### src/segx_cfg.svh
`ifndef SEGX_CFG_SVH
`define SEGX_CFG_SVH
// Register page and offsets inside the paged register group.
`define SEGX_PAGE_MMU      6'h15
`define SEGX_OFF_PAGE0     8'hf0
`define SEGX_OFF_PAGE0_ALT 8'he0
`define SEGX_OFF_CSEG      8'hf4
`define SEGX_OFF_MODE      8'hf6
`define SEGX_OFF_ISEG      8'hf8
`define SEGX_OFF_DSEG      8'hf9
`define SEGX_BLK_MASK      8'hfc
// Field positions in the extended mode register.
`define SEGX_BIT_RELOC     5
`define SEGX_BIT_SAVE_CS   6
// Reset values.
`define SEGX_RST_SEG       6'h00
`define SEGX_RST_PAGE      8'h00
`define SEGX_RST_BYTE      8'h00
// Program-space vector byte pairs, high byte first.
`define SEGX_VEC_RESET     16'h0000
`define SEGX_VEC_DIVZERO   16'h0002
`define SEGX_VEC_TOP       16'h0004
`endif

### src/segx_pkg.sv
package segx_pkg;
  typedef enum logic [1:0] {kind_code, kind_data, kind_dma} segx_kind_type;
  typedef enum logic [1:0] {vec_reset, vec_divzero, vec_top} segx_vec_type;
  typedef enum logic [1:0] {st_idle, st_high, st_low} segx_vstate_type;
  typedef enum logic [2:0] {rsel_none, rsel_cseg, rsel_iseg, rsel_dma, rsel_mode, rsel_page} segx_rsel_type;
endpackage : segx_pkg

### src/segx_map_if.sv
`timescale 1ns/1ps
interface segx_map_if;
  logic                     acc_valid;   // Access request this cycle.
  segx_pkg::segx_kind_type  acc_kind;    // Kind of access.
  logic [15:0]              acc_vaddr;   // Virtual address.
  logic                     dma_choice;  // DMA segment choice bit.
  logic                     use_int_seg; // Compatibility service routine active.
  logic [5:0]               code_seg;    // Code segment.
  logic [5:0]               int_seg;     // Interrupt segment.
  logic [5:0]               dma_seg;     // DMA segment.
  logic [3:0][7:0]          page;        // Data page selects.
  logic [21:0]              phys_addr;   // Registered physical address.
  logic                     phys_valid;  // Registered address valid.
  modport ctrl   (output acc_valid, acc_kind, acc_vaddr, dma_choice, use_int_seg, code_seg, int_seg, dma_seg,
                  page, input phys_addr, phys_valid);
  modport former (input acc_valid, acc_kind, acc_vaddr, dma_choice, use_int_seg, code_seg, int_seg, dma_seg,
                  page, output phys_addr, phys_valid);
endinterface : segx_map_if

### src/segx_top.sv
`timescale 1ns/1ps
`include "segx_cfg.svh"
// Summary of operation
// [RULE1] Code segment resets zero, drives A21-16.
// [RULE2] Segment bits 7:6 reserved, read zero.
// [RULE3] Interrupt segment addresses vectors and routines.
// [RULE4] DMA with choice clear uses interrupt segment.
// [RULE5] DMA with choice set uses DMA segment.
// [RULE6] Save disabled: interrupt segment replaces code segment.
// [RULE7] Save enabled: push code segment, load interrupt segment.
// [RULE8] Save enabled: interrupt return restores code segment.
// [RULE9] Software avoids direct code segment writes.
// [RULE10] Code segment writable only while unused; the code accepts code segment writes at any time.
// [RULE11] Compatibility routine segment jumps update register only.
// [RULE12] Data mapping unchanged during interrupt service.
// [RULE13] Relocate bit swaps page and port registers.
// [RULE14] Vectors fetched from bytes 0-5, high first.
// [RULE15] Top two bits select page, joined to 14.
// [RULE16] Program address is segment over 16 bits.
// [RULE17] Reserved segment bit writes are ignored.
module segx_top #(
  parameter int DEPTH_W = 4 // Width of the compatibility nesting counter.
) (
  input  logic                    clk_sys,        // System clock.
  input  logic                    reset_n,        // Asynchronous reset, active low.
  input  logic [5:0]              reg_page,       // Current register page.
  input  logic [7:0]              reg_addr,       // Register number.
  input  logic                    reg_wr,         // Register write strobe.
  input  logic                    reg_rd,         // Register read strobe.
  input  logic [7:0]              reg_wdata,      // Write data.
  output logic [7:0]              reg_rdata,      // Read data, one cycle later.
  output logic                    reg_hit,        // Read hit one of our registers.
  output logic                    port_remap,     // Port data registers moved to page.
  input  logic                    acc_valid,      // Memory access request.
  input  segx_pkg::segx_kind_type acc_kind,       // Code, data or DMA.
  input  logic [15:0]             acc_vaddr,      // Virtual address.
  input  logic                    dma_seg_choice, // DMA segment choice bit.
  output logic                    phys_valid,     // Physical address valid.
  output logic [21:0]             phys_addr,      // Physical address.
  input  logic                    int_enter,      // Interrupt entry pulse.
  input  logic                    iret,           // Interrupt return pulse.
  input  logic [5:0]              iret_seg,       // Code segment popped by return.
  input  logic                    seg_load,       // Segment jump, call or return.
  input  logic [5:0]              seg_load_val,   // New code segment.
  output logic                    push_seg_valid, // Push code segment this cycle.
  output logic [5:0]              push_seg,       // Code segment to push.
  output logic                    in_service,     // Compatibility service routine active.
  input  logic                    vec_req,        // Vector fetch request.
  input  segx_pkg::segx_vec_type  vec_sel,        // Which vector.
  output logic                    vec_mem_valid,  // Vector byte read request.
  output logic [21:0]             vec_mem_addr,   // Vector byte address.
  input  logic [7:0]              mem_rdata,      // Program byte.
  input  logic                    mem_rvalid,     // Program byte valid.
  output logic                    vec_done,       // Vector assembled pulse.
  output logic [15:0]             vec_target,     // Routine address.
  output logic                    vec_busy        // Vector fetch in progress.
);
  logic [5:0]           code_segment, next_cseg;
  logic [5:0]           interrupt_segment, next_iseg;
  logic [5:0]           dma_segment, next_dseg;
  logic [3:0][7:0]      data_page_select, next_page;
  logic                 save_code_segment_enable, next_save;
  logic                 page_register_relocate, next_reloc;
  logic [DEPTH_W-1:0]   depth, next_depth;
  logic                 next_in_service;
  logic [7:0]           next_rdata;
  logic                 next_hit;
  logic                 next_push_valid;
  logic [5:0]           next_push_seg;
  segx_pkg::segx_rsel_type wsel, rsel;

  // Decode one register access; page registers move to group E when relocated.
  function automatic segx_pkg::segx_rsel_type reg_decode(input logic [5:0] pg, input logic [7:0] ad,
                                                         input logic rl);
    reg_decode = segx_pkg::rsel_none;
    if (rl && (ad & `SEGX_BLK_MASK) == `SEGX_OFF_PAGE0_ALT) begin
      reg_decode = segx_pkg::rsel_page; // [RULE13]
    end else if (pg == `SEGX_PAGE_MMU) begin
      if (!rl && (ad & `SEGX_BLK_MASK) == `SEGX_OFF_PAGE0) begin
        reg_decode = segx_pkg::rsel_page;
      end else if (ad == `SEGX_OFF_CSEG) begin
        reg_decode = segx_pkg::rsel_cseg;
      end else if (ad == `SEGX_OFF_ISEG) begin
        reg_decode = segx_pkg::rsel_iseg;
      end else if (ad == `SEGX_OFF_DSEG) begin
        reg_decode = segx_pkg::rsel_dma;
      end else if (ad == `SEGX_OFF_MODE) begin
        reg_decode = segx_pkg::rsel_mode;
      end
    end
  endfunction : reg_decode

  assign wsel = reg_decode(reg_page, reg_addr, page_register_relocate);
  assign rsel = reg_decode(reg_page, reg_addr, page_register_relocate);

  // Register writes first, then core events, which take priority over a same-cycle write.
  always_comb begin
    next_cseg       = code_segment;
    next_iseg       = interrupt_segment;
    next_dseg       = dma_segment;
    next_page       = data_page_select;
    next_save       = save_code_segment_enable;
    next_reloc      = page_register_relocate;
    next_depth      = depth;
    next_push_valid = 1'b0;
    next_push_seg   = push_seg;
    if (reg_wr) begin
      unique case (wsel)
        segx_pkg::rsel_cseg: next_cseg = reg_wdata[5:0]; // [RULE17] [RULE10]
        segx_pkg::rsel_iseg: next_iseg = reg_wdata[5:0]; // [RULE17]
        segx_pkg::rsel_dma:  next_dseg = reg_wdata[5:0]; // [RULE17]
        segx_pkg::rsel_page: next_page[reg_addr[1:0]] = reg_wdata;
        segx_pkg::rsel_mode: begin
          next_save  = reg_wdata[`SEGX_BIT_SAVE_CS];
          next_reloc = reg_wdata[`SEGX_BIT_RELOC]; // [RULE13]
        end
        segx_pkg::rsel_none: next_cseg = code_segment;
      endcase
    end
    // Jumps inside a compatibility routine change the register, not the fetch segment.
    if (seg_load) begin
      next_cseg = seg_load_val; // [RULE11]
    end
    if (int_enter) begin
      if (save_code_segment_enable) begin
        next_push_valid = 1'b1; // [RULE7]
        next_push_seg   = code_segment;
        next_cseg       = interrupt_segment;
      end else begin
        next_depth = depth + DEPTH_W'(1); // [RULE6]
      end
    end else if (iret) begin
      if (save_code_segment_enable) begin
        next_cseg = iret_seg; // [RULE8]
      end else if (depth != '0) begin
        next_depth = depth - DEPTH_W'(1);
      end
    end
    next_in_service = (next_depth != '0);
  end

  // Read data; reserved bits come back as zero because only six bits are stored.
  always_comb begin
    next_rdata = `SEGX_RST_BYTE;
    next_hit   = reg_rd && (rsel != segx_pkg::rsel_none);
    if (reg_rd) begin
      unique case (rsel)
        segx_pkg::rsel_cseg: next_rdata = {2'b00, code_segment}; // [RULE2]
        segx_pkg::rsel_iseg: next_rdata = {2'b00, interrupt_segment}; // [RULE2]
        segx_pkg::rsel_dma:  next_rdata = {2'b00, dma_segment}; // [RULE2]
        segx_pkg::rsel_page: next_rdata = data_page_select[reg_addr[1:0]];
        segx_pkg::rsel_mode: begin
          next_rdata[`SEGX_BIT_SAVE_CS] = save_code_segment_enable;
          next_rdata[`SEGX_BIT_RELOC]   = page_register_relocate;
        end
        segx_pkg::rsel_none: next_rdata = `SEGX_RST_BYTE;
      endcase
    end
  end

  always_ff @(posedge clk_sys or negedge reset_n) begin
    if (!reset_n) begin
      code_segment             <= `SEGX_RST_SEG; // [RULE1]
      interrupt_segment        <= `SEGX_RST_SEG;
      dma_segment              <= `SEGX_RST_SEG;
      data_page_select         <= {4{`SEGX_RST_PAGE}};
      save_code_segment_enable <= 1'b0;
      page_register_relocate   <= 1'b0;
      depth                    <= '0;
      in_service               <= 1'b0;
      reg_rdata                <= `SEGX_RST_BYTE;
      reg_hit                  <= 1'b0;
      port_remap               <= 1'b0;
      push_seg_valid           <= 1'b0;
      push_seg                 <= `SEGX_RST_SEG;
    end else begin
      code_segment             <= next_cseg;
      interrupt_segment        <= next_iseg;
      dma_segment              <= next_dseg;
      data_page_select         <= next_page;
      save_code_segment_enable <= next_save;
      page_register_relocate   <= next_reloc;
      depth                    <= next_depth;
      in_service               <= next_in_service;
      reg_rdata                <= next_rdata;
      reg_hit                  <= next_hit;
      port_remap               <= next_reloc;
      push_seg_valid           <= next_push_valid;
      push_seg                 <= next_push_seg;
    end
  end

  // Address former; fetches use the interrupt segment only in a compatibility routine.
  segx_map_if map ();
  assign map.acc_valid   = acc_valid;
  assign map.acc_kind    = acc_kind;
  assign map.acc_vaddr   = acc_vaddr;
  assign map.dma_choice  = dma_seg_choice;
  assign map.use_int_seg = in_service; // [RULE6]
  assign map.code_seg    = code_segment;
  assign map.int_seg     = interrupt_segment;
  assign map.dma_seg     = dma_segment;
  assign map.page        = data_page_select; // [RULE12]
  assign phys_addr       = map.phys_addr;
  assign phys_valid      = map.phys_valid;

  segx_addr_former u_former (
    .clk_sys (clk_sys),
    .reset_n (reset_n),
    .m       (map)
  );

  // Vector fetch: two byte reads, high then low. Reset uses the code segment, traps the interrupt segment.
  segx_pkg::segx_vstate_type vstate, next_vstate;
  logic [21:0] next_vec_addr;
  logic        next_vec_valid, next_vec_done;
  logic [15:0] next_vec_target;

  always_comb begin
    next_vstate     = vstate;
    next_vec_addr   = vec_mem_addr;
    next_vec_valid  = vec_mem_valid;
    next_vec_done   = 1'b0;
    next_vec_target = vec_target;
    unique case (vstate)
      segx_pkg::st_idle: begin
        if (vec_req) begin
          next_vstate    = segx_pkg::st_high;
          next_vec_valid = 1'b1;
          unique case (vec_sel)
            segx_pkg::vec_reset:   next_vec_addr = {code_segment, `SEGX_VEC_RESET}; // [RULE14]
            segx_pkg::vec_divzero: next_vec_addr = {interrupt_segment, `SEGX_VEC_DIVZERO}; // [RULE3]
            segx_pkg::vec_top:     next_vec_addr = {interrupt_segment, `SEGX_VEC_TOP};
            default:               next_vec_addr = {code_segment, `SEGX_VEC_RESET};
          endcase
        end
      end
      segx_pkg::st_high: begin
        if (mem_rvalid) begin
          next_vstate           = segx_pkg::st_low;
          next_vec_target[15:8] = mem_rdata; // [RULE14]
          next_vec_addr         = vec_mem_addr + 22'h000001;
        end
      end
      segx_pkg::st_low: begin
        if (mem_rvalid) begin
          next_vstate          = segx_pkg::st_idle;
          next_vec_target[7:0] = mem_rdata;
          next_vec_valid       = 1'b0;
          next_vec_done        = 1'b1;
        end
      end
    endcase
  end

  always_ff @(posedge clk_sys or negedge reset_n) begin
    if (!reset_n) begin
      vstate        <= segx_pkg::st_idle;
      vec_mem_addr  <= 22'h000000;
      vec_mem_valid <= 1'b0;
      vec_done      <= 1'b0;
      vec_target    <= 16'h0000;
      vec_busy      <= 1'b0;
    end else begin
      vstate        <= next_vstate;
      vec_mem_addr  <= next_vec_addr;
      vec_mem_valid <= next_vec_valid;
      vec_done      <= next_vec_done;
      vec_target    <= next_vec_target;
      vec_busy      <= (next_vstate != segx_pkg::st_idle);
    end
  end
endmodule : segx_top

### src/segx_addr_former.sv
`timescale 1ns/1ps
module segx_addr_former (
  input logic         clk_sys, // System clock.
  input logic         reset_n, // Asynchronous reset, active low.
  segx_map_if.former  m        // Segment state in, physical address out.
);
  logic [21:0] next_phys;
  logic        next_valid;

  // Select the upper address bits by access kind; the address is held when idle.
  always_comb begin
    next_valid = m.acc_valid;
    next_phys  = m.phys_addr;
    if (m.acc_valid) begin
      unique case (m.acc_kind)
        segx_pkg::kind_code: next_phys = {(m.use_int_seg ? m.int_seg : m.code_seg), m.acc_vaddr}; // [RULE1] [RULE3] [RULE6] [RULE16]
        segx_pkg::kind_data: next_phys = {m.page[m.acc_vaddr[15:14]], m.acc_vaddr[13:0]}; // [RULE15] [RULE12]
        segx_pkg::kind_dma:  next_phys = {(m.dma_choice ? m.dma_seg : m.int_seg), m.acc_vaddr}; // [RULE4] [RULE5]
        default:             next_phys = m.phys_addr;
      endcase
    end
  end

  // Register the result so the top outputs come from flip-flops.
  always_ff @(posedge clk_sys or negedge reset_n) begin
    if (!reset_n) begin
      m.phys_addr  <= 22'h000000;
      m.phys_valid <= 1'b0;
    end else begin
      m.phys_addr  <= next_phys;
      m.phys_valid <= next_valid;
    end
  end
endmodule : segx_addr_former

### config.mk
export PLATFORM = sky130hd
export DESIGN_NAME = segx_top
export DESIGN_NICKNAME = d
export VERILOG_FILES = /design/src/segx_pkg.sv /design/src/segx_map_if.sv /design/src/segx_top.sv /design/src/segx_addr_former.sv
export VERILOG_INCLUDE_DIRS = /design/src /design/src/src
export SDC_FILE = /design/constraint.sdc
export NUM_CORES = 1
export LEC_CHECK = 0
export BUFFER_PORTS_ARGS = -buffer_cell sky130_fd_sc_hd__buf_4
export CORE_ASPECT_RATIO = 1.2
export CORE_UTILIZATION = 48
export DETAILED_ROUTE_END_ITERATION = 10
export GPL_TIMING_DRIVEN = 0
export PLACE_DENSITY = 0.72
export SYNTH_ARGS = -nofsm -noshare
export SYNTH_HDL_FRONTEND = slang
export SYNTH_SLANG_ARGS = --single-unit
### constraint.sdc
create_clock -name clk_sys -period 2.7 [get_ports clk_sys]
set_clock_uncertainty 0.1 [all_clocks]
set_input_delay 0.54 -clock clk_sys [delete_from_list [all_inputs] [get_ports clk_sys]]
set_output_delay 0.54 -clock clk_sys [all_outputs]
set_load 0.005 [all_outputs]
==> results of run 1 <==
[worst paths after layout]
path | startpoint | end | slack, ns
worst max-delay path | vstate[1]$_DFF_PN0_ | vec_mem_addr[7]$_DFFE_PN0P_ | 0.16
worst min-delay path | acc_valid | u_former.m.phys_valid$_DFF_PN0_ | 0.14
worst max register to register | vstate[1]$_DFF_PN0_ | vec_mem_addr[7]$_DFFE_PN0P_ | 0.16
worst min register to register | u_former.m.phys_addr[18]$_DFFE_PN0P_ | u_former.m.phys_addr[18]$_DFFE_PN0P_ | 0.39
max in group asynchronous | reset_n | u_former.m.phys_addr[5]$_DFFE_PN0P_ | 1.21
min in group asynchronous | reset_n | depth[0]$_DFF_PN0_ | 0.49
[placed cells by master, fill, tap and decap left out, types with 6 or more instances in the layout]
| cell type | count |
|---|---|
| and3_1 | 7 |
| nor3_1 | 10 |
| nand3_1 | 19 |
| nand2b_1 | 9 |
| clkbuf_1 | 24 |
| nor4_1 | 9 |
| nor2_1 | 19 |
| buf_2 | 7 |
| nand4_1 | 6 |
| xor2_1 | 9 |
| o21a_1 | 6 |
| nor2b_1 | 9 |
| clkbuf_16 | 17 |
| o22ai_1 | 7 |
| a21oi_1 | 46 |
| o21ai_0 | 44 |
| nand2_1 | 59 |
| buf_4 | 146 |
| inv_1 | 17 |
| a211oi_1 | 6 |
| mux4_2 | 16 |
| mux2i_1 | 17 |
| mux2_2 | 88 |
| and2_1 | 7 |
| dfrtp_1 | 139 |
| ha_1 | 13 |
[synth_stat cells (all sizes together), types with 2 or more instances]
| library cell | instances |
|---|---|
| a211oi | 6 |
| a21oi | 46 |
| a22o | 5 |
| a22oi | 3 |
| and2 | 7 |
| and3 | 7 |
| and4 | 4 |
| and4bb | 2 |
| buf | 10 |
| clkbuf | 22 |
| dfrtp | 139 |
| ha | 13 |
| inv | 17 |
| mux2 | 89 |
| mux2i | 17 |
| mux4 | 16 |
| nand2 | 59 |
| nand2b | 9 |
| nand3 | 19 |
| nand3b | 2 |
| nand4 | 6 |
| nand4b | 3 |
| nor2 | 19 |
| nor2b | 9 |
| nor3 | 14 |
| nor3b | 3 |
| nor4 | 10 |
| nor4b | 3 |
| o211ai | 2 |
| o21a | 6 |
| o21ai | 44 |
| o22ai | 7 |
| or2 | 4 |
| xnor2 | 5 |
| xor2 | 9 |
[worst max-delay path, delay by kind of cell (launching register included)]
family                   cells  cell delay, ns
XOR/XNOR                     1            0.20
buffers and inverters        1            0.11
AND/OR/NAND/NOR              3            1.12
adder cells (fa/ha/maj)      1            0.26
flip-flops                   1            0.40
multiplexers                 1            0.20
[state kept, by name, indices dropped and copies added, names as in the netlist, 2 cells and up]
register              count
vec_mem_addr             22
reg_rdata                 8
code_segment              6
push_seg                  6
vstate                    2
dma_segment               6
interrupt_segment         6
vec_target               16
u_former.m.phys_addr     22
data_page_select         32
depth                     4
[power by group through the flow]
stage          Clock (mW)  Combinational, mW  Sequential [mW]
3_5_place_dp            0               1.81             2.72
4_1_cts              2.57               1.82             2.69
6_report             2.54               1.80             2.69
2_1_floorplan           0              0.991             2.68
3_3_place_gp            0               1.72             2.69
5_1_grt              2.65               2.00             2.73
[repair_timing]
action                    in CTS  in global routing
hold endpoints to repair      35                  0
hold buffers                   1                  0
resized for setup              0                  0
[routing by layer]
| layer | vias to the layer above | GRT usage |
|---|---|---|
| li1 | 2726 | - |
| met1 | 2936 | 0.291 |
| met2 | 193 | 0.446 |
| met3 | 37 | 0.0453 |
| met4 | 0 | 0.110 |
| met5 | - | 0 |
[logic make-up (layout without fill, tap and decap cells)]
logic type	Yosys count	count (layout)	share of synthesized area
xor+xnor	14	14	0.0168
compound gates	129	129	0.103
buf+inv	49	227	0.0269
mux	122	122	0.210
simple gates	186	186	0.146
flops	139	139	0.475
fa+ha+maj	13	13	0.0222
[per-stage QoR]
step | hold WS (ns) | instances
after global routing | 0.128 | 1034
final | 0.142 | 1034
after CTS | 0.132 | 1034
after global placement | 0.373 | 1002
after detailed placement | 0.364 | 1003
after floorplan | 0.144 | 652
[final cells by class]
class,instances,area share
Clock inverter,8,0.0177
Tap cell,204,0.0273
Inverter,17,0.00683
Buffer,32,0.0142
Timing Repair Buffer,148,0.122
Clock buffer,22,0.0507
Sequential cell,139,0.372
Multi-Input combinational cell,464,0.390
==> flow_summary_export.csv, run 1 <==
group,metric,value,unit
cells_and_area,multi_input_area,3640,um^2
power,irDropWorstVdd,0.471,mV
routing,met2_length,10100,um
cells_and_area,drive_above_1_share,0.366,
place,gp_congestion,0.893,
sta,finalSetupViolations,0,
global_route,grt_max_degree,105,
yosys,ys.flop_type,"dfrtp_1",
yosys,ys_ff_latch,139,
sta,finalHoldViolations,0,
routing,drc_errors,0,
floorplanning,fp.dieH,137,um
sta,min_period,2.54,ns
floorplanning,rows,49,
routing,wl_per_cell,18.3,um
global_route,grt.overflow.total,0,
cells_and_area,diodes,0,
critical_path,worstPathRequired,2.88,ns
global_route,grt_use_total,0.249,
floorplanning,core,15000,um^2
sta,fin_crit_sh,0.940,
floorplanning,ios,155,
power,static-leakage-power,4.41,nW
power,p_seq_frac,0.383,
floorplanning,chipWidth,115,um
power,p_comb_frac,0.256,
critical_path,start_kind,"flip-flop",
yosys,ys_top_cells_by_area,"dfrtp_1 (48%), mux2_2 (14%), mux4_2 (4.9%), a21oi_1 (3.1%), nand2_1 (3.0%)",
critical_path,critical_path_class,"reg2reg",
critical_path,cp-end-kind,"flip-flop",
yosys,ys_types,62,
routing,wl_met3,857,um
critical_path,slowest_delay,0.87,ns
power,clock_power_share,0.361,
power,powerDensity,752,nW/um^2
yosys,syn_avg_cell_area,11.2,um^2
outcome,status,"finished, final reports clean",
sta,setup_ws,0.162,ns
power,swShare,0.286,
routing,vias,5892,
sta,report.final.slew_viol_count,0,
routing,top_layer_used,"met4",
critical_path,cp_cell_sequence,"inv_1 -> ha_1 -> mux2i_1 -> nor4_1 -> nand3_1 -> xor2_1 -> nor2_1",
clock_network,root_buffer,"clkbuf_16",
power,total_power,7.03,mW
yosys,syn_inst,652,
sta,tns,0,ns
clock_network,cts_inserted_buffers,17,
cells_and_area,nFillCells,1278,
routing,firstDrtPassIters,7,
global_route,grt_pass1_vias,5862,
cells_and_area,seq_area,3480,um^2
global_route,grt_pass1_wl,29500,um
power,power.internal,5.02,mW
sta,max_freq,394,MHz
place,post-dp-hpwl,14100,um
routing,drt_wl_total,18900,um
cells_and_area,syn_to_final_growth,27.8,%
critical_path,crit_slowest_cell,"nor4_1",
yosys,synth_top_area_frac,0.475,
cells_and_area,finalInstanceArea,9350,um^2
global_route,antenna_found_initial,0,
clock_network,post_cts_buffers,0,
yosys,syn_nets,738,
clock_network,clk_path_buf_depth,2,
cells_and_area,design.final.nets,905,
yosys,ys_seq_area_frac,0.475,
clock_network,clock_sinks,139,
critical_path,rr_worst_depth,7,
place,numPortBuffers,146,
routing,drtAntennaViolNets,0,
routing,drtIter0Drc,353,
yosys,synthArstFlopShare,1.00,
worst_hold_path,hold_path.class,"in2reg",
sta,rsz0062_at_grt,"false",
flow_run,drv_cap,0,
sta,relSlewSlack,0.317,
yosys,synth_edf_count,0,
clock_network,clk-insertion-delay-late,0.42,ns
critical_path,cp.arrival,2.72,ns
routing,met1_length,7500,um
worst_hold_path,whs_path_depth,1,
routing,post_drt_via_cell_ratio,5.70,
sta,worstMarginPinSlew,1.02,ns
clock_network,cts_tree,"built",
clock_network,clkTransAtPathRegs,0.05,ns
clock_network,h-tree-depth,4,
floorplanning,start_util,0.489,
critical_path,cp_max_fo,6,
place,place_area,8700,um^2
cells_and_area,post-route-util,0.625,
power,switchingPower,2.01,mW
place,place_ws,0.0499,ns
yosys,synth_top_cell_by_area,"dfrtp_1",
floorplanning,dieArea,15700,um^2
yosys,netlist_area,7320,um^2
yosys,yosys_warnings,0,
Note: power is estimated with default switching activity, not from simulation.
==> inputs of run 2 (changes only) <==
CORE_ASPECT_RATIO = 0.5   (was 1.2)
GPL_TIMING_DRIVEN = 1   (was 0)
==> run 2 against run 1 <==
  * Clock power is 7% lower
  * First-iteration DRC count shrank 13%
  * Fmax is 12% higher
  * Combinational power hardly changed
  * Die area is 0.17% higher
  * Flip-flop and latch count unchanged
  * Clock-buffer cell count down 4
  * Critical path depth fell by 1
  * Power down 2.7%
  * Utilization increased by 1.1 points
  * Worst hold slack lost 0.13 ns
  * Design area shrank 0.24%
==> flow_summary_export.csv, run 2 (same netlist as run 1, synthesis figures left out) <==
group,metric,value,unit
global_route,grt_max_degree,67,
sta,rsz0062_at_grt,"false",
sta,min_period,2.27,ns
routing,drtAntennaViolNets,0,
routing,drc_errors,0,
cells_and_area,most-common-layout-cells,"buf_4 (168), dfrtp_1 (139), mux2_2 (88), nand2_1 (59), a21oi_1 (46)",
cells_and_area,reg_top3,"data_page_select: 32 flops, u_former.m.phys_addr: 22 flops, vec_mem_addr: 22 flops",
clock_network,postCtsHoldBufs,0,
place,post-dp-hpwl,13200,um
floorplanning,ios,155,
critical_path,cp-end-kind,"flip-flop",
cells_and_area,drive_above_1_share,0.393,
critical_path,critical_path_class,"reg2reg",
critical_path,worstPathRequired,2.90,ns
floorplanning,fp.dieH,89.3,um
critical_path,cp_max_fo,12,
floorplanning,chipWidth,177,um
critical_path,slowest_delay,0.48,ns
floorplanning,core,14700,um^2
cells_and_area,final_common_cell,"buf_4",
critical_path,crit_slowest_cell,"dfrtp_1",
global_route,antenna_found_initial,0,
sta,worstMarginPinSlew,0.705,ns
sta,fin_crit_sh,0.841,
routing,wl_per_cell,17.7,um
place,numPortBuffers,154,
clock_network,clk_path_buf_depth,2,
clock_network,root_buffer,"clkbuf_16",
routing,drt_wl_total,18000,um
cells_and_area,syn_to_final_growth,27.5,%
clock_network,cts_resized,0,
critical_path,cp_cell_sequence,"nor3_4 -> nand3_1 -> a21oi_1 -> buf_4 -> and4_1 -> mux2_2",
clock_network,cts_inserted_buffers,17,
sta,finalHoldViolations,0,
sta,report.final.slew_viol_count,0,
clock_network,clkTransAtPathRegs,0.06,ns
cells_and_area,finalInstanceArea,9330,um^2
critical_path,cp.arrival,2.47,ns
global_route,grt.overflow.total,0,
cells_and_area,post-route-util,0.636,
routing,post_drt_via_cell_ratio,5.60,
sta,tns,0,ns
global_route,grt_use_total,0.240,
place,place_area,8720,um^2
clock_network,clk-insertion-delay-late,0.42,ns
routing,vias,5708,
sta,relSlewSlack,0.530,
critical_path,start_kind,"flip-flop",
power,powerDensity,734,nW/um^2
place,gp_congestion,0.858,
global_route,grt_pass1_wl,28900,um
power,irDropWorstVdd,0.459,mV
clock_network,clock_sinks,139,
floorplanning,start_util,0.499,
cells_and_area,final_cells,1020,
floorplanning,rows,31,
clock_network,cts_tree,"built",
global_route,grt_pass1_vias,5597,
sta,max_freq,441,MHz
cells_and_area,diodes,0,
sta,finalSetupViolations,0,
routing,firstDrtPassIters,5,
cells_and_area,design.final.nets,895,
cells_and_area,largest_register_ff_count,32,
cells_and_area,top_register,"data_page_select",
floorplanning,dieArea,15800,um^2
outcome,status,"finished, final reports clean",
place,dp.cells,988,
clock_network,post_cts_buffers,0,
power,static-leakage-power,4.43,nW
clock_network,h-tree-depth,4,
flow_run,drv_cap,0,
routing,drtIter0Drc,306,
worst_hold_path,hold_path.class,"in2async",
[run 2: changes by cell type in the layout (fill, tap and decap cells not counted), sizes merged]
cell / change
buf: +13
bufinv: -3
clkbuf: -26
clkinv: +5
clkinvlp: +1
dlygate4sd3: -1
inv: +3
[run 2: path summary, 6_finish.rpt]
kind | slack (ns) | cells past startpoint | endpoint | startpoint
max in group asynchronous | 1.82 | 2 | vec_mem_addr[6]$_DFFE_PN0P_ | reset_n
min in group clk_sys | 0.15 | 1 | u_former.m.phys_valid$_DFF_PN0_ | acc_valid
min | 0.02 | 1 | data_page_select[9]$_DFFE_PN0P_ | reset_n
min reg2reg | 0.39 | 2 | u_former.m.phys_addr[18]$_DFFE_PN0P_ | u_former.m.phys_addr[18]$_DFFE_PN0P_
max | 0.43 | 6 | data_page_select[31]$_DFFE_PN0P_ | page_register_relocate$_DFFE_PN0P_
max reg2reg | 0.43 | 6 | data_page_select[31]$_DFFE_PN0P_ | page_register_relocate$_DFFE_PN0P_
[run 2: area by class of cell]
type / instances / area [um^2]
clock buffers: 18 / 439
fillers: 1196 / 5340
flip-flops and latches: 139 / 3480
inverters: 17 / 63.8
clock inverters: 14 / 163
repair buffers: 170 / 1290
well taps: 198 / 248
multi-input cells: 464 / 3640
[run 2: through the flow]
step	total power, mW	worst slack (ns)	hold WS, ns
5_1_grt	7.24	0.300	0.0665
3_3_place_gp	4.44	0.220	0.371
3_5_place_dp	4.52	0.188	0.380
2_1_floorplan	3.67	0.449	0.144
4_1_cts	6.90	0.433	0.0442
6_report	6.84	0.430	0.0165
[run 2: power breakdown]
group	leakage, nW	switching, mW	internal (mW)
Clock	0.293	0.957	1.40
Combinational	2.33	0.848	0.937
Sequential	1.81	0.292	2.40
[run 2: routing by layer]
| layer | part of all wire | wire, um | GRT usage | up-vias |
|---|---|---|---|---|
| met5 | 0 | 0 | 0 | - |
| met4 | 0.0085 | 153 | 0.0603 | 0 |
| met3 | 0.040 | 721 | 0.0429 | 14 |
| met2 | 0.50 | 8960 | 0.414 | 131 |
| met1 | 0.45 | 8190 | 0.318 | 2859 |
| li1 | - | - | - | 2704 |
[run 2: critical path: cells and delay by family (launching register included)]
| family | cells | cell delay, ns |
|---|---|---|
| AND/OR/NAND/NOR | 3 | 0.82 |
| buffers and inverters | 1 | 0.21 |
| multiplexers | 1 | 0.39 |
| flip-flops | 1 | 0.48 |
| AO/OA/AOI/OAI | 1 | 0.15 |
